## config.mk

```make
export PLATFORM = sky130hd
export DESIGN_NAME = sbsc_top
export DESIGN_NICKNAME = d
export VERILOG_FILES = /design/src/include/sbsc_pkg.sv /design/src/hw/sbsc_top.sv
export VERILOG_INCLUDE_DIRS = /design/src /design/src/include
export SDC_FILE = /design/constraint.sdc
export NUM_CORES = 1
export LEC_CHECK = 0
export CAP_MARGIN = 25
export CORE_UTILIZATION = 40
export DETAILED_ROUTE_END_ITERATION = 7
export DONT_BUFFER_PORTS = 1
export SYNTH_ARGS = -nofsm -noshare
export SYNTH_HDL_FRONTEND = slang
export SYNTH_SLANG_ARGS = --single-unit
```

## constraint.sdc

```tcl
create_clock -name mclk -period 7.6 [get_ports mclk]
set_clock_uncertainty 0.1 [all_clocks]
set_input_delay 2.28 -clock mclk [delete_from_list [all_inputs] [get_ports mclk]]
set_output_delay 2.28 -clock mclk [all_outputs]
set_load 0.01 [all_outputs]
```

## src/include/sbsc_params.svh

```systemverilog
`ifndef SBSC_PARAMS_SVH
`define SBSC_PARAMS_SVH
// register byte offsets
`define SBSC_OFF_CTRL    12'h000
`define SBSC_OFF_CMD     12'h004
`define SBSC_OFF_STATUS  12'h008
`define SBSC_OFF_POINTS  12'h00C
`define SBSC_OFF_WPTR    12'h010
`define SBSC_OFF_IRQ_ST  12'h014
`define SBSC_OFF_IRQ_MSK 12'h018
// control fields
`define SBSC_CTRL_RATE_LO 0
`define SBSC_CTRL_RATE_HI 3
`define SBSC_CTRL_LOOP    4
`define SBSC_CTRL_ARM     5
// command bits
`define SBSC_CMD_START 0
`define SBSC_CMD_HOLD  1
`define SBSC_CMD_CLEAR 2
`define SBSC_CMD_FIRE  3
// interrupt bits
`define SBSC_IRQ_SAMPLE 0
`define SBSC_IRQ_FULL   1
`define SBSC_IRQ_TRIG   2
// reset values: loop mode, rate code 0, arm off
`define SBSC_CTRL_RESET 6'h10
`define SBSC_RATE_TRIGGER 4'hE
`define SBSC_RATE_MAX     4'hD
`define SBSC_DEPTH        14'h3FFF
// timing: clock 25 MHz; slowest rate 62.5 mHz = 16 s period
`define SBSC_CLK_HZ        25000000
`define SBSC_FAST_HZ       512
`define SBSC_FAST_CYCLES   (`SBSC_CLK_HZ / `SBSC_FAST_HZ)
`define SBSC_TRIG_LAT_MS   2
`define SBSC_TRIG_LAT_CYC  ((`SBSC_CLK_HZ / 1000) * `SBSC_TRIG_LAT_MS)
`endif

```

## src/include/sbsc_pkg.sv

```systemverilog
package sbsc_pkg;
	typedef enum logic [1:0] {
		SBSC_IDLE,
		SBSC_RUN,
		SBSC_PAUSE,
		SBSC_DONE
	} sbsc_mode_e;
	typedef struct packed {
		sbsc_mode_e  mode;
		logic [3:0]  rate;
		logic        loop;
		logic        arm;
		logic [13:0] wptr;
		logic [13:0] points;
		logic        wrapped;
		logic [31:0] tick_cnt;
		logic [31:0] holdoff;
		logic        trig_d;
		logic [2:0]  irq_st;
		logic [2:0]  irq_msk;
		logic        alarm;
		logic [31:0] prdata;
	} sbsc_state_s;
	typedef struct packed {
		logic        valid;
		logic [13:0] bin;
	} sbsc_sample_s;
endpackage

```

## src/hw/sbsc_top.sv

```systemverilog
`include "sbsc_params.svh"
`timescale 1ns/100ps
`default_nettype none
module sbsc_top
	import sbsc_pkg::*;
(
	input  wire logic        mclk,      // 25 MHz clock
	input  wire logic        rst_n,     // sync reset, active low
	input  wire logic        ce,        // clock enable
	input  wire logic        psel,      // apb select
	input  wire logic        penable,   // apb enable
	input  wire logic        pwrite,    // apb direction
	input  wire logic [11:0] paddr,     // apb byte address
	input  wire logic [31:0] pwdata,    // apb write data
	output logic      [31:0] prdata,    // apb read data
	output logic             pready,    // apb ready
	output logic             pslverr,   // apb error
	input  wire logic        trig_in,   // rear trigger input
	output logic             sample_wr, // record one sample now
	output logic      [13:0] sample_bin,// bin being written
	output logic             buf_clear, // discard both channel buffers
	output logic             alarm,     // audible alarm request
	output logic             irq        // level interrupt
);
	sbsc_state_s s_reg;
	sbsc_state_s s_next;
	sbsc_sample_s smp;
	logic        wr_acc;
	logic        rd_acc;
	logic        fire;
	logic        start_ev;
	logic        take;
	logic        cmd_start;
	logic        cmd_hold;
	logic        cmd_clear;
	logic        mapped;
	logic [31:0] rd_val;
	logic [31:0] period;

	// =====================================================
	// helpers
	function automatic logic [31:0] rate_period(input logic [3:0] code);
		logic [31:0] p;
		p = 32'(`SBSC_FAST_CYCLES);
		return p << (4'(`SBSC_RATE_MAX) - code);
	endfunction

	function automatic logic is_off(input logic [11:0] a, input logic [11:0] o);
		return a == o;
	endfunction

	// =====================================================
	// bus decode
	assign pready  = 1'b1;
	assign wr_acc  = ce & psel & penable & pwrite;
	// read data is loaded in the setup cycle so it stands at the access edge
	assign rd_acc  = ce & psel & ~penable & ~pwrite;
	assign mapped  = is_off(paddr, `SBSC_OFF_CTRL) | is_off(paddr, `SBSC_OFF_CMD) |
		is_off(paddr, `SBSC_OFF_STATUS) | is_off(paddr, `SBSC_OFF_POINTS) |
		is_off(paddr, `SBSC_OFF_WPTR) | is_off(paddr, `SBSC_OFF_IRQ_ST) |
		is_off(paddr, `SBSC_OFF_IRQ_MSK);
	assign pslverr = psel & penable & ~mapped;
	assign cmd_start = wr_acc & is_off(paddr, `SBSC_OFF_CMD) & pwdata[`SBSC_CMD_START];
	assign cmd_hold  = wr_acc & is_off(paddr, `SBSC_OFF_CMD) & pwdata[`SBSC_CMD_HOLD];
	assign cmd_clear = wr_acc & is_off(paddr, `SBSC_OFF_CMD) & pwdata[`SBSC_CMD_CLEAR];
	// software fire joins the rear edge before anything looks at it
	assign fire = (trig_in & ~s_reg.trig_d) |
		(wr_acc & is_off(paddr, `SBSC_OFF_CMD) & pwdata[`SBSC_CMD_FIRE]);
	assign period = rate_period(s_reg.rate);

	always_comb begin
		rd_val = 32'h0;
		if (is_off(paddr, `SBSC_OFF_CTRL)) begin
			rd_val = {26'h0, s_reg.arm, s_reg.loop, s_reg.rate};
		end else if (is_off(paddr, `SBSC_OFF_STATUS)) begin
			rd_val = {28'h0, s_reg.wrapped, s_reg.alarm, s_reg.mode};
		end else if (is_off(paddr, `SBSC_OFF_POINTS)) begin
			rd_val = {18'h0, s_reg.points};
		end else if (is_off(paddr, `SBSC_OFF_WPTR)) begin
			rd_val = {18'h0, s_reg.wptr};
		end else if (is_off(paddr, `SBSC_OFF_IRQ_ST)) begin
			rd_val = {29'h0, s_reg.irq_st};
		end else if (is_off(paddr, `SBSC_OFF_IRQ_MSK)) begin
			rd_val = {29'h0, s_reg.irq_msk};
		end
	end

	// =====================================================
	// scan control
	always_comb begin
		s_next   = s_reg;
		smp      = '0;
		start_ev = cmd_start | (s_reg.arm & fire & s_reg.mode != SBSC_RUN);
		take     = 1'b0;
		if (ce) begin
			s_next.trig_d = trig_in;
			if (rd_acc) begin
				s_next.prdata = rd_val;
			end
			if (wr_acc & is_off(paddr, `SBSC_OFF_CTRL)) begin
				if (pwdata[`SBSC_CTRL_RATE_HI:`SBSC_CTRL_RATE_LO] <= `SBSC_RATE_TRIGGER) begin
					s_next.rate = pwdata[`SBSC_CTRL_RATE_HI:`SBSC_CTRL_RATE_LO];
				end
				s_next.loop = pwdata[`SBSC_CTRL_LOOP];
				s_next.arm  = pwdata[`SBSC_CTRL_ARM];
			end
			if (wr_acc & is_off(paddr, `SBSC_OFF_IRQ_MSK)) begin
				s_next.irq_msk = pwdata[2:0];
			end
			if (wr_acc & is_off(paddr, `SBSC_OFF_IRQ_ST)) begin
				s_next.irq_st = s_reg.irq_st & ~pwdata[2:0];
			end
			if (s_reg.holdoff != 32'h0) begin
				s_next.holdoff = s_reg.holdoff - 32'h1;
			end
			if (s_reg.tick_cnt != 32'h0) begin
				s_next.tick_cnt = s_reg.tick_cnt - 32'h1;
			end
			unique case (s_reg.mode)
				SBSC_IDLE, SBSC_PAUSE, SBSC_DONE: begin
					if (start_ev & s_reg.mode != SBSC_DONE) begin
						s_next.mode     = SBSC_RUN;
						s_next.tick_cnt = period - 32'h1;
						s_next.holdoff  = 32'(`SBSC_FAST_CYCLES) - 32'h1;
					end
				end
				SBSC_RUN: begin
					if (cmd_hold) begin
						s_next.mode = SBSC_PAUSE;
					end else if (s_reg.rate == `SBSC_RATE_TRIGGER) begin
						take = fire & (s_reg.holdoff == 32'h0);
					end else begin
						take = s_reg.tick_cnt == 32'h0;
					end
				end
			endcase
			if (take) begin
				smp.valid = 1'b1;
				smp.bin   = s_reg.wptr;
				s_next.tick_cnt = period - 32'h1;
				s_next.holdoff  = 32'(`SBSC_FAST_CYCLES) - 32'h1;
				if (s_reg.points != `SBSC_DEPTH) begin
					s_next.points = s_reg.points + 14'h1;
				end
				if (s_reg.wptr == `SBSC_DEPTH - 14'h1) begin
					s_next.wptr = 14'h0;
					if (s_reg.loop) begin
						s_next.wrapped = 1'b1;
					end else begin
						s_next.mode  = SBSC_DONE;
						s_next.alarm = 1'b1;
					end
				end else begin
					s_next.wptr = s_reg.wptr + 14'h1;
				end
			end
			// events set over a clear in the same cycle
			s_next.irq_st = s_next.irq_st | {fire, take & ~s_reg.loop &
				(s_reg.wptr == `SBSC_DEPTH - 14'h1), take};
			if (cmd_clear) begin
				s_next.mode     = SBSC_IDLE;
				s_next.wptr     = 14'h0;
				s_next.points   = 14'h0;
				s_next.wrapped  = 1'b0;
				s_next.alarm    = 1'b0;
				s_next.tick_cnt = 32'h0;
				smp             = '0;
			end
		end
	end

	always_ff @(posedge mclk) begin
		if (!rst_n) begin
			s_reg      <= '0;
			s_reg.loop <= 1'(`SBSC_CTRL_RESET >> `SBSC_CTRL_LOOP);
		end else begin
			s_reg <= s_next;
		end
	end

	assign prdata     = s_reg.prdata;
	assign sample_wr  = smp.valid;
	assign sample_bin = smp.bin;
	assign buf_clear  = cmd_clear;
	assign alarm      = s_reg.alarm;
	assign irq        = |(s_reg.irq_st & s_reg.irq_msk);

	// =====================================================
	// checks
	property p_clear;
		@(posedge mclk) disable iff (!rst_n) cmd_clear |=> s_reg.mode == SBSC_IDLE && s_reg.points == 14'h0;
	endproperty
	a_clear: assert property (p_clear) else $error("clear did not reset");
	property p_start_run;
		@(posedge mclk) disable iff (!rst_n)
		(ce && cmd_start && !cmd_clear && (s_reg.mode == SBSC_IDLE || s_reg.mode == SBSC_PAUSE))
		|=> s_reg.mode == SBSC_RUN;
	endproperty
	a_start_run: assert property (p_start_run) else $error("start ignored");
	property p_hold;
		@(posedge mclk) disable iff (!rst_n)
		(ce && cmd_hold && !cmd_clear && s_reg.mode == SBSC_RUN) |=> s_reg.mode == SBSC_PAUSE;
	endproperty
	a_hold: assert property (p_hold) else $error("hold failed");
	property p_hold_idle;
		@(posedge mclk) disable iff (!rst_n)
		(cmd_hold && !cmd_start && s_reg.mode == SBSC_IDLE) |=> s_reg.mode == SBSC_IDLE;
	endproperty
	a_hold_idle: assert property (p_hold_idle) else $error("hold left idle");
	property p_no_sample_idle;
		@(posedge mclk) disable iff (!rst_n) s_reg.mode != SBSC_RUN |-> !sample_wr;
	endproperty
	a_no_sample_idle: assert property (p_no_sample_idle) else $error("sample outside run");
	property p_wrap;
		@(posedge mclk) disable iff (!rst_n)
		(sample_wr && s_reg.loop && sample_bin == 14'h3FFE && !cmd_clear) |=> s_reg.wptr == 14'h0 && s_reg.wrapped;
	endproperty
	a_wrap: assert property (p_wrap) else $error("loop did not wrap");
	property p_full_stop;
		@(posedge mclk) disable iff (!rst_n)
		(sample_wr && !s_reg.loop && sample_bin == 14'h3FFE && !cmd_clear) |=> s_reg.mode == SBSC_DONE && alarm;
	endproperty
	a_full_stop: assert property (p_full_stop) else $error("single shot did not stop");
	property p_trig_gap;
		@(posedge mclk) disable iff (!rst_n)
		(sample_wr && s_reg.rate == 4'hE) |=> !sample_wr [*8];
	endproperty
	a_trig_gap: assert property (p_trig_gap) else $error("trigger too fast accepted");
	property p_arm_start;
		@(posedge mclk) disable iff (!rst_n)
		(ce && fire && s_reg.arm && s_reg.mode == SBSC_IDLE && !cmd_clear) |=> s_reg.mode == SBSC_RUN;
	endproperty
	a_arm_start: assert property (p_arm_start) else $error("armed trigger no start");
	property p_irq;
		@(posedge mclk) disable iff (!rst_n) irq |-> $past(rst_n) && (|s_reg.irq_msk);
	endproperty
	a_irq: assert property (p_irq) else $error("irq without mask");

	property p_fire_irq;
		@(posedge mclk) disable iff (!rst_n)
		(ce && fire)
		|=> s_reg.irq_st[`SBSC_IRQ_TRIG];
	endproperty
	a_fire_irq: assert property (p_fire_irq) else $error("fire event not flagged");

	property p_rate_refuse;
		@(posedge mclk) disable iff (!rst_n)
		(wr_acc && is_off(paddr, `SBSC_OFF_CTRL) && pwdata[3:0] == 4'hF)
		|=> s_reg.rate == $past(s_reg.rate);
	endproperty
	a_rate_refuse: assert property (p_rate_refuse) else $error("rate 15 accepted");

	property p_loop_wr;
		@(posedge mclk) disable iff (!rst_n)
		(wr_acc && is_off(paddr, `SBSC_OFF_CTRL))
		|=> s_reg.loop == $past(pwdata[`SBSC_CTRL_LOOP]);
	endproperty
	a_loop_wr: assert property (p_loop_wr) else $error("end mode not stored");

	property p_arm_wr;
		@(posedge mclk) disable iff (!rst_n)
		(wr_acc && is_off(paddr, `SBSC_OFF_CTRL))
		|=> s_reg.arm == $past(pwdata[`SBSC_CTRL_ARM]);
	endproperty
	a_arm_wr: assert property (p_arm_wr) else $error("arm setting not stored");

	property p_start_ignored;
		@(posedge mclk) disable iff (!rst_n)
		(ce && cmd_start && !cmd_hold && !cmd_clear && !sample_wr && s_reg.mode == SBSC_RUN)
		|=> s_reg.mode == SBSC_RUN;
	endproperty
	a_start_ignored: assert property (p_start_ignored) else $error("start disturbed run");

	property p_pause_keep;
		@(posedge mclk) disable iff (!rst_n)
		(ce && cmd_hold && !cmd_start && !cmd_clear && s_reg.mode == SBSC_PAUSE)
		|=> s_reg.mode == SBSC_PAUSE;
	endproperty
	a_pause_keep: assert property (p_pause_keep) else $error("hold left pause");

	property p_clear_out;
		@(posedge mclk) disable iff (!rst_n)
		cmd_clear
		|-> buf_clear && !sample_wr;
	endproperty
	a_clear_out: assert property (p_clear_out) else $error("clear pulse wrong");

	property p_holdoff;
		@(posedge mclk) disable iff (!rst_n)
		(ce && fire && s_reg.rate == `SBSC_RATE_TRIGGER && s_reg.holdoff != 32'h0)
		|-> !sample_wr;
	endproperty
	a_holdoff: assert property (p_holdoff) else $error("fast trigger sampled");

	property p_trig_take;
		@(posedge mclk) disable iff (!rst_n)
		(ce && fire && s_reg.mode == SBSC_RUN && s_reg.rate == `SBSC_RATE_TRIGGER &&
			s_reg.holdoff == 32'h0 && !cmd_hold && !cmd_clear)
		|-> sample_wr;
	endproperty
	a_trig_take: assert property (p_trig_take) else $error("trigger not sampled");

	property p_done_keep;
		@(posedge mclk) disable iff (!rst_n)
		(s_reg.mode == SBSC_DONE && !cmd_clear)
		|=> s_reg.mode == SBSC_DONE && alarm;
	endproperty
	a_done_keep: assert property (p_done_keep) else $error("done state left");

	property p_bin_range;
		@(posedge mclk) disable iff (!rst_n)
		sample_wr
		|-> sample_bin <= `SBSC_DEPTH - 14'h1;
	endproperty
	a_bin_range: assert property (p_bin_range) else $error("bin out of range");

	c_trig_sample: cover property (@(posedge mclk) sample_wr && s_reg.rate == `SBSC_RATE_TRIGGER);
	c_clear: cover property (@(posedge mclk) cmd_clear && s_reg.mode == SBSC_RUN);
	c_wrap: cover property (@(posedge mclk) s_reg.wrapped);
	c_done: cover property (@(posedge mclk) s_reg.mode == SBSC_DONE);
endmodule // sbsc_top
`default_nettype wire

```

==> run metrics <==
crit path max fanout=5; global-route wire length before repair=~35000 um; Detailed Route Iter0 Violations=652; hpwl dp=about 15000 um; postcts setup bufs=0; EDFF count, synth=0; CP max stage cell=nor4_1; HP Class=flop to flop; reg2reg path depth=9; commonest non-fill, non-tap cell in the layout=dfxtp_1; RSZ-0062 raised after global routing=false; register area share after synthesis=32.1%; kind of cell adding the most delay to the critical path=simple AND/OR/NAND/NOR gates; Slew @ Worst Pin=slightly below 0.9 ns; Final ANT Viol Nets=0; IO Port Bufs=0; #FFs+latches synth=about 120; Max Freq=about 140 MHz; outcome=finished clean; most frequent cells in the layout=dfxtp_1, nor2_1, nand2_1; Worst path most repeated cell=nor4_1; max-slew violations=0; WL met2=just under 10000 um; crit-path max cell delay=0.62 ns; Post-CTS Hold Fix Bufs=0; Remaining DRCs=0; Crit. Startpoint=paddr[9]; Leakage=just under 3 nW; maximum clock insertion buffer count=2; Req. time, crit path=5.22 ns; Fin. Hold Viols=0; Avg Synthesized Cell Area=between 7 and 8 um^2; post-synthesis instance total=991; Crit path buffers/inverters=1; CTS Buf Count=17; crit path cell chain=nor4_1, and4_1, a21oi_1, o32a_1, nor4_1, buf_4; Critical Path Stages=6; leading area contributor after synthesis=dfxtp_1; FF-to-FF End=s_reg[82]; Final setup viols=0; initial antenna violation count=0; Yosys warnings=0; vias in the first global route=6533; WS Path Type=input port to output pin; TritonRoute pass-1 iters=6; largest net degree at the start of global routing=56; fin crit share=between 90% and 100%; grt ovf=0; Yosys cell types=80; clk_lat worst skew=between 0.4 and 0.5 ns; clk root buf=clkbuf_16; die area=19700 um^2; CP startpoint kind=input port; setup TNS=0 ns; share of layout cells above drive strength 1=under 10%; core area=18800 um^2; clock slew at reported path FFs=about 0.060 ns; async set or reset register ratio after synthesis=0%; Tot Pwr=a little under 3 mW; flop2flop setup slack=between 3 and 4 ns; Die Y=140 um; die width=140 um; sequential cell area=approximately 2500 um^2; Pwr per Cell Area=358 nW/um^2; met3 wire length=about 1400 um; worst vdd ir=~0.18 mV; DR vias/cell=~6; min Tclk post-route=6.91 ns; ys flop type=dfxtp_1; GRT Total Usage=between 20% and 30%; Area Overhead vs Synth=8.18%; crit path to=sample_bin[0]; DR vias=roughly 7200; number of fillers in the final layout=approximately 1900; CTS Sinks=~120; MaxCap Viol Count=0; global placer's final weighted congestion=0.887; H-tree Lvls=4; relative slew slack=between 40% and 50%; Yosys top cell area share=around a third; # diodes=0; multi-input logic area=roughly 4700 um^2; Initial Util=between 40 and 50%; wire per inst=between 15 and 20 um; Row Count=50; Nets=slightly above 1000; Resized Gates After CTS=0; io pins=103; TritonCTS clock tree=done; routed length on met1=~10000 um; critical path arrival=roughly 4.5 ns; Mapped Area=around 7700 um^2; Largest register FFs=between 100 and 150; r2r startpoint=s_reg[136]; Synth area leaders=dfxtp_1, nor2_1, nand2_1; Max Used Layer=met4; WL final=21700 um; Crit. End Element=output pin
## per-stage QoR
| stage | utilization (%) | std cells | setup slack, ns | instance area [um^2] | hold slack, ns |
|---|---|---|---|---|---|
| detailed placement | 40.7 | 1166 | 0.701 | 7640 | 0.345 |
| global route | 44.2 | 1203 | 0.520 | 8290 | 0.399 |
| CTS | 43.8 | 1198 | 0.697 | 8230 | 0.366 |
| floorplan | - | 1008 | 0.822 | 7730 | 0.324 |
| global placement | 40.7 | 1166 | 0.718 | 7640 | 0.337 |
| finish | 44.2 | 1203 | 0.687 | 8290 | 0.366 |
## layer usage
layer / track usage [%] / vias to the layer above
met5: 0 / -
met4: 8.96 / 0
met3: 5.09 / 35
met2: 34.9 / 225
met1: 30.2 / 3425
li1: - / 3561
## cell usage after synthesis (11+ instances only)
| cell | number |
|---|---|
| a21oi_1 | 50 |
| a221oi_1 | 12 |
| a31oi_1 | 15 |
| and2_1 | 16 |
| buf_4 | 34 |
| clkbuf_1 | 44 |
| dfxtp_1 | 123 |
| inv_1 | 24 |
| mux2i_1 | 22 |
| nand2_1 | 88 |
| nand3_1 | 48 |
| nand4_1 | 11 |
| nor2_1 | 116 |
| nor3_1 | 48 |
| nor4_1 | 14 |
| o211ai_1 | 11 |
| o21ai_0 | 40 |
| o31ai_1 | 26 |
| or3_1 | 19 |
| or4_1 | 12 |
| xnor2_1 | 26 |
## how the worst min path moves through the flow
stage | from | to | slack (ns) | cells past startpoint
final | s_reg[95] | s_reg[95] | 0.37 | 1
after global routing | s_reg[63] | s_reg[63] | 0.40 | 2
after CTS | s_reg[95] | s_reg[95] | 0.37 | 1
after detailed placement | s_reg[95] | s_reg[95] | 0.35 | 1
after global placement | s_reg[95] | s_reg[95] | 0.34 | 1
after floorplan | s_reg[95] | s_reg[95] | 0.32 | 1
## report_power, final
group          total [mW]  internal, mW  switching, mW
Clock               0.817         0.488          0.329
Sequential          0.917         0.783          0.134
Combinational        1.23         0.528          0.705
## kinds of logic after synthesis
| family | Yosys count | synth area share [%] |
|---|---|---|
| other cells | 2 | 0.0980 |
| flops | 123 | 32.1 |
| compound gates | 262 | 24.0 |
| fa+ha+maj | 9 | 1.47 |
| mux | 24 | 3.17 |
| simple gates | 422 | 27.4 |
| buf+inv | 113 | 7.59 |
| xor+xnor | 36 | 4.11 |
## cell type report
class / count / area share (%)
repair buffers: 18 / 1.96
multi-input cells: 772 / 56.6
clock buffers: 17 / 5.13
well taps: 234 / 3.53
inverters: 24 / 1.09
flip-flops and latches: 123 / 29.7
clock inverters: 15 / 1.98
## worst reg2reg max path: cells and delay by family, from the launching register on
family                     cells  cell delay, ns
and+or+nand+nor                2            0.49
AOI/OAI and AO/OA              4            1.26
DFF                            1            0.85
buffers and inverters          1            0.41
adders and majority gates      2            1.35
Power figures use the tool's default switching activity.
